**src/rtl/jack_widget_pkg.sv**
```systemverilog
// constants for the microphone jack widget register set
`default_nettype none
package jack_widget_pkg;
  // verb codes: 12-bit set verbs carry 8-bit payload, 20-bit get verbs
  localparam logic [11:0] VERB_SET_GAIN_LEFT   = 12'h360;
  localparam logic [11:0] VERB_SET_GAIN_RIGHT  = 12'h350;
  localparam logic [11:0] VERB_SET_POWER       = 12'h705;
  localparam logic [11:0] VERB_SET_JACK_CTRL   = 12'h707;
  localparam logic [11:0] VERB_SET_EVENT_CTRL  = 12'h708;
  localparam logic [11:0] VERB_SET_AMP_PD      = 12'h70c;
  localparam logic [11:0] VERB_SET_DESC_B0     = 12'h71c;
  localparam logic [11:0] VERB_SET_DESC_B1     = 12'h71d;
  localparam logic [11:0] VERB_SET_DESC_B2     = 12'h71e;
  localparam logic [11:0] VERB_SET_DESC_B3     = 12'h71f;
  // get offsets from the register table
  localparam logic [19:0] RIGHT_INPUT_GAIN       = 20'hb0000;
  localparam logic [19:0] LEFT_INPUT_GAIN        = 20'hb2000;
  localparam logic [19:0] WIDGET_CAPABILITY_WORD = 20'hf0009;
  localparam logic [19:0] JACK_CAPABILITY_WORD   = 20'hf000c;
  localparam logic [19:0] POWER_STATE_WORD       = 20'hf0500;
  localparam logic [19:0] JACK_CONTROL_WORD      = 20'hf0700;
  localparam logic [19:0] EVENT_REPORT_CONTROL   = 20'hf0800;
  localparam logic [19:0] JACK_PRESENCE_SENSE    = 20'hf0900;
  localparam logic [19:0] AMP_POWERDOWN_CONTROL  = 20'hf0c00;
  localparam logic [19:0] JACK_DESCRIPTOR        = 20'hf1c00;
  localparam logic [19:0] JACK_DESCRIPTOR_B1     = 20'hf1d00;
  localparam logic [19:0] JACK_DESCRIPTOR_B2     = 20'hf1e00;
  localparam logic [19:0] JACK_DESCRIPTOR_B3     = 20'hf1f00;
  // hard-coded capability words
  localparam logic [31:0] WIDGET_CAP_VALUE = 32'h00400483;
  localparam logic [7:0]  BIAS_SUPPORT_MASK = 8'h17;
  localparam logic [31:0] JACK_CAP_VALUE   = {15'h0000, 1'b1, BIAS_SUPPORT_MASK, 8'h24};
  // reset values
  localparam logic [1:0]  POWER_SET_RST  = 2'h0;
  localparam logic [1:0]  POWER_ACT_RST  = 2'h3;
  localparam logic [1:0]  POWER_D0       = 2'h0;
  localparam logic        AMP_PD_RST     = 1'b1;
  localparam logic [31:0] DESCRIPTOR_RST = 32'h04a19020;
  // field positions
  localparam int SETTINGS_LOST_BIT = 10;
  localparam int POWER_ERROR_BIT   = 8;
  localparam int OUT_EN_BIT        = 6;
  localparam int IN_EN_BIT         = 5;
  localparam int EVENT_EN_BIT      = 7;
  localparam int AMP_PD_BIT        = 1;
  localparam int PRESENCE_BIT      = 31;
  localparam int TAG_LSB           = 26;
  localparam int OVERRIDE_BIT      = 8;
endpackage : jack_widget_pkg
`default_nettype wire

```
**src/rtl/jack_widget_regs.sv**
```systemverilog
// verb-addressed register set of one microphone jack pin widget
//
// How it works
// capability word reports type 4 in 23:20, zero delay in 19:16
// capability: power support, event support set; no list; analog stream
// capability: input gain present and stereo; other feature bits zero
// jack capability reports bias support mask 17h in bits 15:8
// jack capability: input, presence, amp power-down set; others zero
// two-bit left and right gain set by 360h/350h, read back
// settings-lost flag set at reset, cleared by power get or any set
// power error bit set when requested state cannot be entered
// requested power state stored from verb 705h and read back
// actual power state in bits 5:4, three after reset
// pin control byte: out enable bit 6, in enable bit 5
// bias select codes; reserved codes 011b,110b,111b give no bias
// event enable bit 7 gates both event responses and wakes
// software tag placed in bits 31:26 of each event response
// presence indicator at bit 31 of sense word, rest zero
// amp power-down bit drives pin high only when widget powered
// attachment kind in bits 31:30, reset jack
// location bits 29:24 reset 04h
// descriptor resets: mic in, 1/8 inch, pink, association 2
// misc nibble bit 0 is jack-detect override, others reserved
// reserved bits read zero except misc bits 11:9, which read as written; read-only writes ignored
// descriptor resets only on power-on; rest also on group/link reset
`timescale 1ns/1ps
`default_nettype none
module jack_widget_regs
  import jack_widget_pkg::*;
(
  input  wire logic        ref_clk,
  input  wire logic        resetn,
  input  wire logic        function_group_reset,
  input  wire logic        link_reset,
  input  wire logic        verb_valid,
  input  wire logic [19:0] verb_code,
  input  wire logic [7:0]  verb_payload,
  input  wire logic        jack_present_pin,
  output logic             resp_valid,
  output logic [31:0]      resp_data,
  output logic             event_valid,
  output logic [31:0]      event_data,
  output logic             wake_req,
  output logic             amp_powerdown_pin,
  output logic [1:0]       left_gain_out,
  output logic [1:0]       right_gain_out,
  output logic [2:0]       bias_select_out,
  output logic             receive_in_enable_out
);

  // verb decode
  function automatic logic is_set(input logic [19:0] code, input logic [11:0] verb);
    is_set = (code[19:8] == verb);
  endfunction : is_set

  // reserved bias codes fall back to high impedance
  function automatic logic bias_reserved(input logic [2:0] code);
    bias_reserved = (code == 3'h3) || (code[2:1] == 2'h3);
  endfunction : bias_reserved

  logic        set_any;
  logic        get_power;
  logic        soft_rst;
  logic        link_sync_q, link_sync2_q;
  logic        fg_sync_q, fg_sync2_q;
  logic        pres_sync_q, pres_sync2_q, pres_prev_q;
  logic [1:0]  left_gain_q, right_gain_q;
  logic [1:0]  power_set_q, power_act_q;
  logic        power_move_q;
  logic        presence_seen;
  logic        pres_change;
  logic        power_err_q, settings_lost_q;
  logic        out_en_q, in_en_q;
  logic [2:0]  bias_select_q;
  logic        event_en_q;
  logic [5:0]  event_tag_q;
  logic        amp_pd_q;
  logic [31:0] descriptor_q;
  logic [31:0] read_d;

  // resets arrive from outside the clock domain
  always_ff @(posedge ref_clk)
  begin
    if (!resetn)
    begin
      link_sync_q  <= 1'b0;
      link_sync2_q <= 1'b0;
      fg_sync_q    <= 1'b0;
      fg_sync2_q   <= 1'b0;
    end
    else
    begin
      link_sync_q  <= link_reset;
      link_sync2_q <= link_sync_q;
      fg_sync_q    <= function_group_reset;
      fg_sync2_q   <= fg_sync_q;
    end
  end

  // presence pin synchroniser and edge history
  always_ff @(posedge ref_clk)
  begin
    if (!resetn)
    begin
      pres_sync_q  <= 1'b0;
      pres_sync2_q <= 1'b0;
      pres_prev_q  <= 1'b0;
    end
    else
    begin
      pres_sync_q  <= jack_present_pin;
      pres_sync2_q <= pres_sync_q;
      pres_prev_q  <= pres_sync2_q;
    end
  end

  assign soft_rst  = fg_sync2_q | link_sync2_q;
  assign set_any   = verb_valid & (verb_code[19:16] != 4'hf) & (verb_code[19:16] != 4'hb);
  assign get_power = verb_valid & (verb_code == POWER_STATE_WORD);
  // override flag masks the jack sense and its events
  assign presence_seen = pres_sync2_q & ~descriptor_q[OVERRIDE_BIT];
  assign pres_change   = (pres_sync2_q ^ pres_prev_q) & ~descriptor_q[OVERRIDE_BIT];

  // gain steps
  always_ff @(posedge ref_clk)
  begin
    if (!resetn || soft_rst)
    begin
      left_gain_q  <= 2'h0;
      right_gain_q <= 2'h0;
    end
    else if (verb_valid)
    begin
      if (is_set(verb_code, VERB_SET_GAIN_LEFT))
        left_gain_q <= verb_payload[1:0];
      if (is_set(verb_code, VERB_SET_GAIN_RIGHT))
        right_gain_q <= verb_payload[1:0];
    end
  end

  // power state; all four states reachable, so error stays clear
  always_ff @(posedge ref_clk)
  begin
    if (!resetn || soft_rst)
    begin
      power_set_q <= POWER_SET_RST;
      power_act_q <= POWER_ACT_RST;
      power_err_q <= 1'b0;
      power_move_q <= 1'b0;
    end
    else
    begin
      if (verb_valid && is_set(verb_code, VERB_SET_POWER))
        power_set_q <= verb_payload[1:0];
      // actual state moves one cycle after a power write, so it reads 3 after reset
      power_move_q <= verb_valid && is_set(verb_code, VERB_SET_POWER);
      if (power_move_q)
        power_act_q <= power_set_q;
      power_err_q <= 1'b0;
    end
  end

  // settings-lost flag
  always_ff @(posedge ref_clk)
  begin
    if (!resetn || soft_rst)
      settings_lost_q <= 1'b1;
    else if (set_any || get_power)
      settings_lost_q <= 1'b0;
  end

  // pin control and event control
  always_ff @(posedge ref_clk)
  begin
    if (!resetn || soft_rst)
    begin
      out_en_q      <= 1'b0;
      in_en_q       <= 1'b0;
      bias_select_q <= 3'h0;
      event_en_q    <= 1'b0;
      event_tag_q   <= 6'h00;
      amp_pd_q      <= AMP_PD_RST;
    end
    else if (verb_valid)
    begin
      if (is_set(verb_code, VERB_SET_JACK_CTRL))
      begin
        out_en_q      <= verb_payload[OUT_EN_BIT];
        in_en_q       <= verb_payload[IN_EN_BIT];
        bias_select_q <= verb_payload[2:0];
      end
      if (is_set(verb_code, VERB_SET_EVENT_CTRL))
      begin
        event_en_q  <= verb_payload[EVENT_EN_BIT];
        event_tag_q <= verb_payload[5:0];
      end
      if (is_set(verb_code, VERB_SET_AMP_PD))
        amp_pd_q <= verb_payload[AMP_PD_BIT];
    end
  end

  // descriptor, power-on reset only
  always_ff @(posedge ref_clk)
  begin
    if (!resetn)
      descriptor_q <= DESCRIPTOR_RST;
    else if (verb_valid)
    begin
      if (is_set(verb_code, VERB_SET_DESC_B0))
        descriptor_q[7:0] <= verb_payload;
      if (is_set(verb_code, VERB_SET_DESC_B1))
        descriptor_q[15:8] <= verb_payload;
      if (is_set(verb_code, VERB_SET_DESC_B2))
        descriptor_q[23:16] <= verb_payload;
      if (is_set(verb_code, VERB_SET_DESC_B3))
        descriptor_q[31:24] <= verb_payload;
    end
  end

  // read mux
  always_comb
  begin
    read_d = 32'h0;
    case (verb_code)
      WIDGET_CAPABILITY_WORD: read_d = WIDGET_CAP_VALUE;
      JACK_CAPABILITY_WORD:   read_d = JACK_CAP_VALUE;
      LEFT_INPUT_GAIN:        read_d = {30'h0, left_gain_q};
      RIGHT_INPUT_GAIN:       read_d = {30'h0, right_gain_q};
      POWER_STATE_WORD:
        read_d = {21'h0, settings_lost_q, 1'b0, power_err_q, 2'h0,
                  power_act_q, 2'h0, power_set_q};
      JACK_CONTROL_WORD:
        read_d = {25'h0, out_en_q, in_en_q, 2'h0, bias_select_q};
      EVENT_REPORT_CONTROL:   read_d = {24'h0, event_en_q, 1'b0, event_tag_q};
      JACK_PRESENCE_SENSE:    read_d = {presence_seen, 31'h0};
      AMP_POWERDOWN_CONTROL:  read_d = {30'h0, amp_pd_q, 1'b0};
      JACK_DESCRIPTOR, JACK_DESCRIPTOR_B1, JACK_DESCRIPTOR_B2, JACK_DESCRIPTOR_B3:
        read_d = descriptor_q;
      default:                read_d = 32'h0;
    endcase
  end

  // response register, one cycle after each verb
  always_ff @(posedge ref_clk)
  begin
    if (!resetn)
    begin
      resp_valid <= 1'b0;
      resp_data  <= 32'h0;
    end
    else
    begin
      resp_valid <= verb_valid;
      resp_data  <= verb_valid ? read_d : 32'h0;
    end
  end

  // event response and wake on presence change
  always_ff @(posedge ref_clk)
  begin
    if (!resetn)
    begin
      event_valid <= 1'b0;
      event_data  <= 32'h0;
      wake_req    <= 1'b0;
    end
    else
    begin
      event_valid <= event_en_q && pres_change;
      wake_req    <= event_en_q && pres_change
                     && (power_act_q != POWER_D0);
      event_data  <= {event_tag_q, 26'h0};
    end
  end

  // analog side controls
  always_ff @(posedge ref_clk)
  begin
    if (!resetn)
    begin
      amp_powerdown_pin     <= 1'b0;
      left_gain_out         <= 2'h0;
      right_gain_out        <= 2'h0;
      bias_select_out       <= 3'h0;
      receive_in_enable_out <= 1'b0;
    end
    else
    begin
      amp_powerdown_pin <= amp_pd_q && (power_act_q == POWER_D0);
      left_gain_out     <= left_gain_q;
      right_gain_out    <= right_gain_q;
      // reserved codes give high impedance
      bias_select_out   <= bias_reserved(bias_select_q) ? 3'h0 : bias_select_q;
      receive_in_enable_out <= in_en_q;
    end
  end
endmodule : jack_widget_regs
`default_nettype wire

```
**config.mk**
```make
export PLATFORM = sky130hd
export DESIGN_NAME = jack_widget_regs
export DESIGN_NICKNAME = d
export VERILOG_FILES = /design/src/rtl/jack_widget_pkg.sv /design/src/rtl/jack_widget_regs.sv
export SDC_FILE = /design/constraint.sdc
export NUM_CORES = 1
export LEC_CHECK = 0
export BUFFER_PORTS_ARGS = -buffer_cell sky130_fd_sc_hd__buf_2
export CAP_MARGIN = 10
export CORE_ASPECT_RATIO = 0.7
export CORE_MARGIN = 2
export CORE_UTILIZATION = 30
export CTS_CLUSTER_SIZE = 20
export DETAILED_ROUTE_END_ITERATION = 10
export HOLD_SLACK_MARGIN = 0.1
export PLACE_DENSITY_LB_ADDON = 0.08
export SYNTH_ARGS = -nofsm -noshare
export SYNTH_HDL_FRONTEND = slang
export SYNTH_SLANG_ARGS = --single-unit
```
**constraint.sdc**
```tcl
create_clock -name ref_clk -period 2.85 [get_ports ref_clk]
set_input_delay 0.57 -clock ref_clk [delete_from_list [all_inputs] [get_ports ref_clk]]
set_output_delay 0.57 -clock ref_clk [all_outputs]
set_load 0.005 [all_outputs]
```
* After elaboration in Yosys (flattened, before gate mapping) *
Index checks and enable logic that the tools add are counted.

storage, ports and cells
  output and inout port bits = 76
  register bits after elaboration = 138

operators by class
  bitwise logic cells = 9
  equality and inequality tests = 27
  muxes and demuxes = 1
  reduce and logical (&&, ||, !) cells = 22

operators by type and width
  kind                  count
  $pmux 32 s10          1
  $eq 20x20->1 const B  13
  $eq 12x11->1 const B  8
  $eq 12x10->1 const B  2
  $reduce_and 2->1      10
  $ne 4x4->1 const B    2
  $and 1x1->1           5
  $logic_and 1x1->1     4
  $reduce_or 4->1       1
  $eq 3x2->1 const B    1
  $logic_or 1x1->1      3
  $eq 2x2->1 const B    1
  $logic_not 2->1       1
  $not 1->1             2
  $reduce_bool 2->1     1
  $reduce_or 2->1       1
  $logic_not 1->1       1
  $or 1x1->1            1
  $xor 1x1->1           1

* Longest topological paths before layout *
  word-level depth = 4
  gate-level depth with buffers = 7
  mapped depth without buffers = 5

* Least setup slack after synthesis *
Ideal clock, no wire load.

  path kind = input to register
  start = input verb_code[8]
  end = register resp_data[1]
  slack = 858 ps
  data arrival time = 1911 ps
  stages = 7
  data required time = 2769 ps
  cell sequence = clkbuf_8 nor4_4 and4b_2 nand3_1 a41o_1 buf_6 a41oi_1

between the ends
  word-level cells in the longest chain between the ends = 3

RTL lines
  item                    RTL line                 RTL
  start: declaration      jack_widget_regs.sv:36   input wire logic [19:0] verb_code,
  $eq 20x20->1            jack_widget_regs.sv:224  case (verb_code)
  $reduce_or 4->1         jack_widget_regs.sv:224
  $pmux 32 s10 *          jack_widget_regs.sv:224
  end signal: assignment  jack_widget_regs.sv:254  resp_data <= verb_valid ? read_d : 32'h0;
  end: declaration        jack_widget_regs.sv:40   output logic [31:0] resp_data,

Mark *: on every way between the ends. The rest lies on a longest branch, timed or not.
A chain may end at the register's enable or synchronous reset.

* Worst setup path after layout *
  start = input verb_code[0]
  end = register resp_data[10]

Same word-level chain as after synthesis.

==> impl_metrics.json <==
{
  "status": "completed",
  "routed_wl_mm": 11.75,
  "via_count": 3249,
  "powerDensity_nw_per_um2": 574.6,
  "grtUsageTotal_pct": 15.41,
  "drc": 0,
  "finalHoldViolCount": 0,
  "viasPerCell": 4.589,
  "grt_pass1_vias": 3097,
  "cts.repair.resized": 0,
  "endpoint_kind": "flip-flop",
  "synthTopCellsByArea": "dfxtp_1 51%, mux2i_1 10%, buf_4 4.6%",
  "fin_setup_tns_ns": 0,
  "synth_top_area_share_pct": 50.82,
  "ys.flop_type": "dfxtp_1",
  "clock_sinks": 112,
  "worstPathArrival_ns": 2.52,
  "cts_tree": "yes",
  "finalNetCount": 543,
  "ant_nets": 0,
  "yosysUniqueCellTypes": 50,
  "worstHoldStart": "jack_present_pin",
  "synth-async-reset-ratio_pct": 0,
  "cts_buffers": 9,
  "initial_core_util_pct": 30.35,
  "r2r-start": "link_sync2_q$_SDFF_PN0_",
  "grt_start_max_net_pins": 35,
  "max_slew_margin_pct": 50.01,
  "rows": 37,
  "hold_class": "in2reg",
  "fin_crit_sh_pct": 78.92,
  "final_cell_mix": "112 x dfxtp_1, 83 x buf_2, 46 x mux2i_1, 37 x nand2_1",
  "dieWidth_um": 148.9,
  "firstDrtPassIters": 5,
  "dpl.hpwl_mm": 8.391,
  "drv_slew": 0,
  "synth_edf_count": 0,
  "critPathLaunchType": "primary input",
  "rsz0062_at_grt": "false",
  "cellLeakagePower_nw": 2.255,
  "critPathKind": "in2reg",
  "holdPathStages": 2,
  "area_growth_pct": 18.52,
  "placed_area_um2": 4923,
  "syn-cell-area_um2": 4412,
  "worst-r2r-cell-count": 3,
  "required_ns": 3.12,
  "grt_pass1_wl_mm": 18.04,
  "period_needed_ns": 2.249,
  "ys.warnings.count": 0,
  "syn_inst": 427,
  "fill_cells": 1495,
  "crit_fanout": 10,
  "dpl_worst_slack_ns": 0.2905,
  "overflow": 0,
  "ys_seq_area_share_pct": 50.82,
  "routedWlPerCell_um": 16.60,
  "ys_ff_latch": 112,
  "cts_hold_repair.buffers": 0,
  "fmax_mhz": 444.6,
  "clkLatencyLatePin_ns": 0.34,
  "gp_congestion": 0.8078,
  "cts_buffer_depth": 2,
  "cts_root_buf": "clkbuf_16",
  "fp.dieH_um": 105.5,
  "tightest_slew_ns": 0.7480,
  "syn_avg_cell_area_um2": 10.33,
  "hold_ws_ns": 0.4275,
  "final_cell_area_um2": 5229,
  "path_clk_slew_ns": 0.07,
  "r2r_slack_ns": 1.38,
  "post_cts_buffers": 0,
  "ir_worst_vdd_uv": 246.4,
  "finalSetupViolCount": 0,
  "drtIter0Drc": 163,
  "power_mw": 3.004,
  "drive_gt1_share_pct": 25.54,
  "worstReg2RegEnd": "settings_lost_q$_SDFFE_PP1P_",
  "finClkSkew_ns": 0.007563,
  "mostFrequentLayoutCell": "dfxtp_1",
  "ioPinCount": 110,
  "whs_endpoint": "pres_sync_q$_SDFF_PN0_",
  "fp.coreArea_um2": 14540,
  "dieArea_um2": 15710,
  "yosysTopAreaCell": "dfxtp_1",
  "max-cap-violations": 0,
  "diodes": 0,
  "postLayoutSetupSlackWorst_ns": 0.6007,
  "portBuffers": 83,
  "htreeDepth": 3,
  "antenna_found_initial": 0
}
==> through the flow <==
step,utilization (%),instances
2_1_floorplan,-,452
3_3_place_gp,33.87,693
3_5_place_dp,33.87,693
4_1_cts,35.97,708
5_1_grt,35.97,708
6_report,35.97,708
==> worst max-delay path: stages <==
cell     delay [ns]
buf_2          0.10
nor3_1         0.48
and4_2         0.38
and2_1         0.44
buf_4          0.26
a22oi_1        0.11
a21oi_1        0.18
==> cell type report <==
| class | count | area [um^2] | share of cell area, % |
|---|---|---|---|
| multi-input combinational | 290 | 1936 | 37.02 |
| timing repair buffer | 93 | 490.5 | 9.380 |
| clock inverter | 4 | 52.55 | 1.005 |
| sequential | 112 | 2242 | 42.88 |
| tap | 195 | 244.0 | 4.666 |
| inverter | 3 | 11.26 | 0.2154 |
| clock buffer | 11 | 252.7 | 4.834 |
==> per-layer routing <==
metal  share of wire, %  vias up  global-route usage [%]
li1                   -     1589                       -
met1                 52     1546                   24.02
met2                 40      109                   20.97
met3                7.7        5                   3.983
met4               0.54        0                   3.265
met5                  0        -                       0
==> state kept, by name, indices dropped and copies added (netlist names), 2 cells and up <==
signal           flops
bias_select_out      3
bias_select_q        3
descriptor_q        32
event_data           6
event_tag_q          6
left_gain_out        2
left_gain_q          2
power_act_q          2
power_set_q          2
resp_data           32
right_gain_out       2
right_gain_q         2
==> Yosys cell counts (3+ instances only) <==
| cell | n |
|---|---|
| a21oi_1 | 17 |
| a22oi_1 | 5 |
| and2_1 | 19 |
| and2b_2 | 3 |
| and3_1 | 18 |
| and3_2 | 3 |
| buf_2 | 3 |
| buf_4 | 27 |
| clkbuf_1 | 13 |
| dfxtp_1 | 112 |
| inv_1 | 3 |
| mux2i_1 | 46 |
| nand2_1 | 37 |
| nand3_1 | 15 |
| nand4_1 | 9 |
| nor2_1 | 19 |
| nor2b_1 | 26 |
| nor3_1 | 6 |
| nor3_4 | 3 |
| nor4b_1 | 3 |
==> cell families (layout without fill, tap and decap cells) <==
family          count (synthesis)  in the layout  share of synthesized area [%]
simple gates                  179            179                          24.73
buf+inv                        50            111                          7.430
other cells                     1             26                        0.08500
compound gates                 36             36                          5.786
mux                            48             48                          10.95
flops                         112            112                          50.82
xor+xnor                        1              1                         0.1986
==> power by group <==
part	switching, mW	internal (mW)	total, mW	leakage, nW
clock	0.568	0.729	1.30	0.152
combinational	0.0929	0.0420	0.135	1.20
sequential	0.00229	1.57	1.57	0.904
==> worst max path at each step <==
stage	end	start	cells past startpoint	slack (ns)
floorplan	resp_data[1]$_SDFF_PN0_	verb_code[8]	7	0.86
global placement	resp_data[31]$_SDFF_PN0_	verb_code[0]	7	0.34
detailed placement	resp_data[10]$_SDFF_PN0_	verb_code[0]	7	0.29
CTS	resp_data[10]$_SDFF_PN0_	verb_code[0]	7	0.64
global route	resp_data[10]$_SDFF_PN0_	verb_code[0]	7	0.53
finish	resp_data[10]$_SDFF_PN0_	verb_code[0]	7	0.60
No activity file was read; power rests on OpenSTA's default activity.
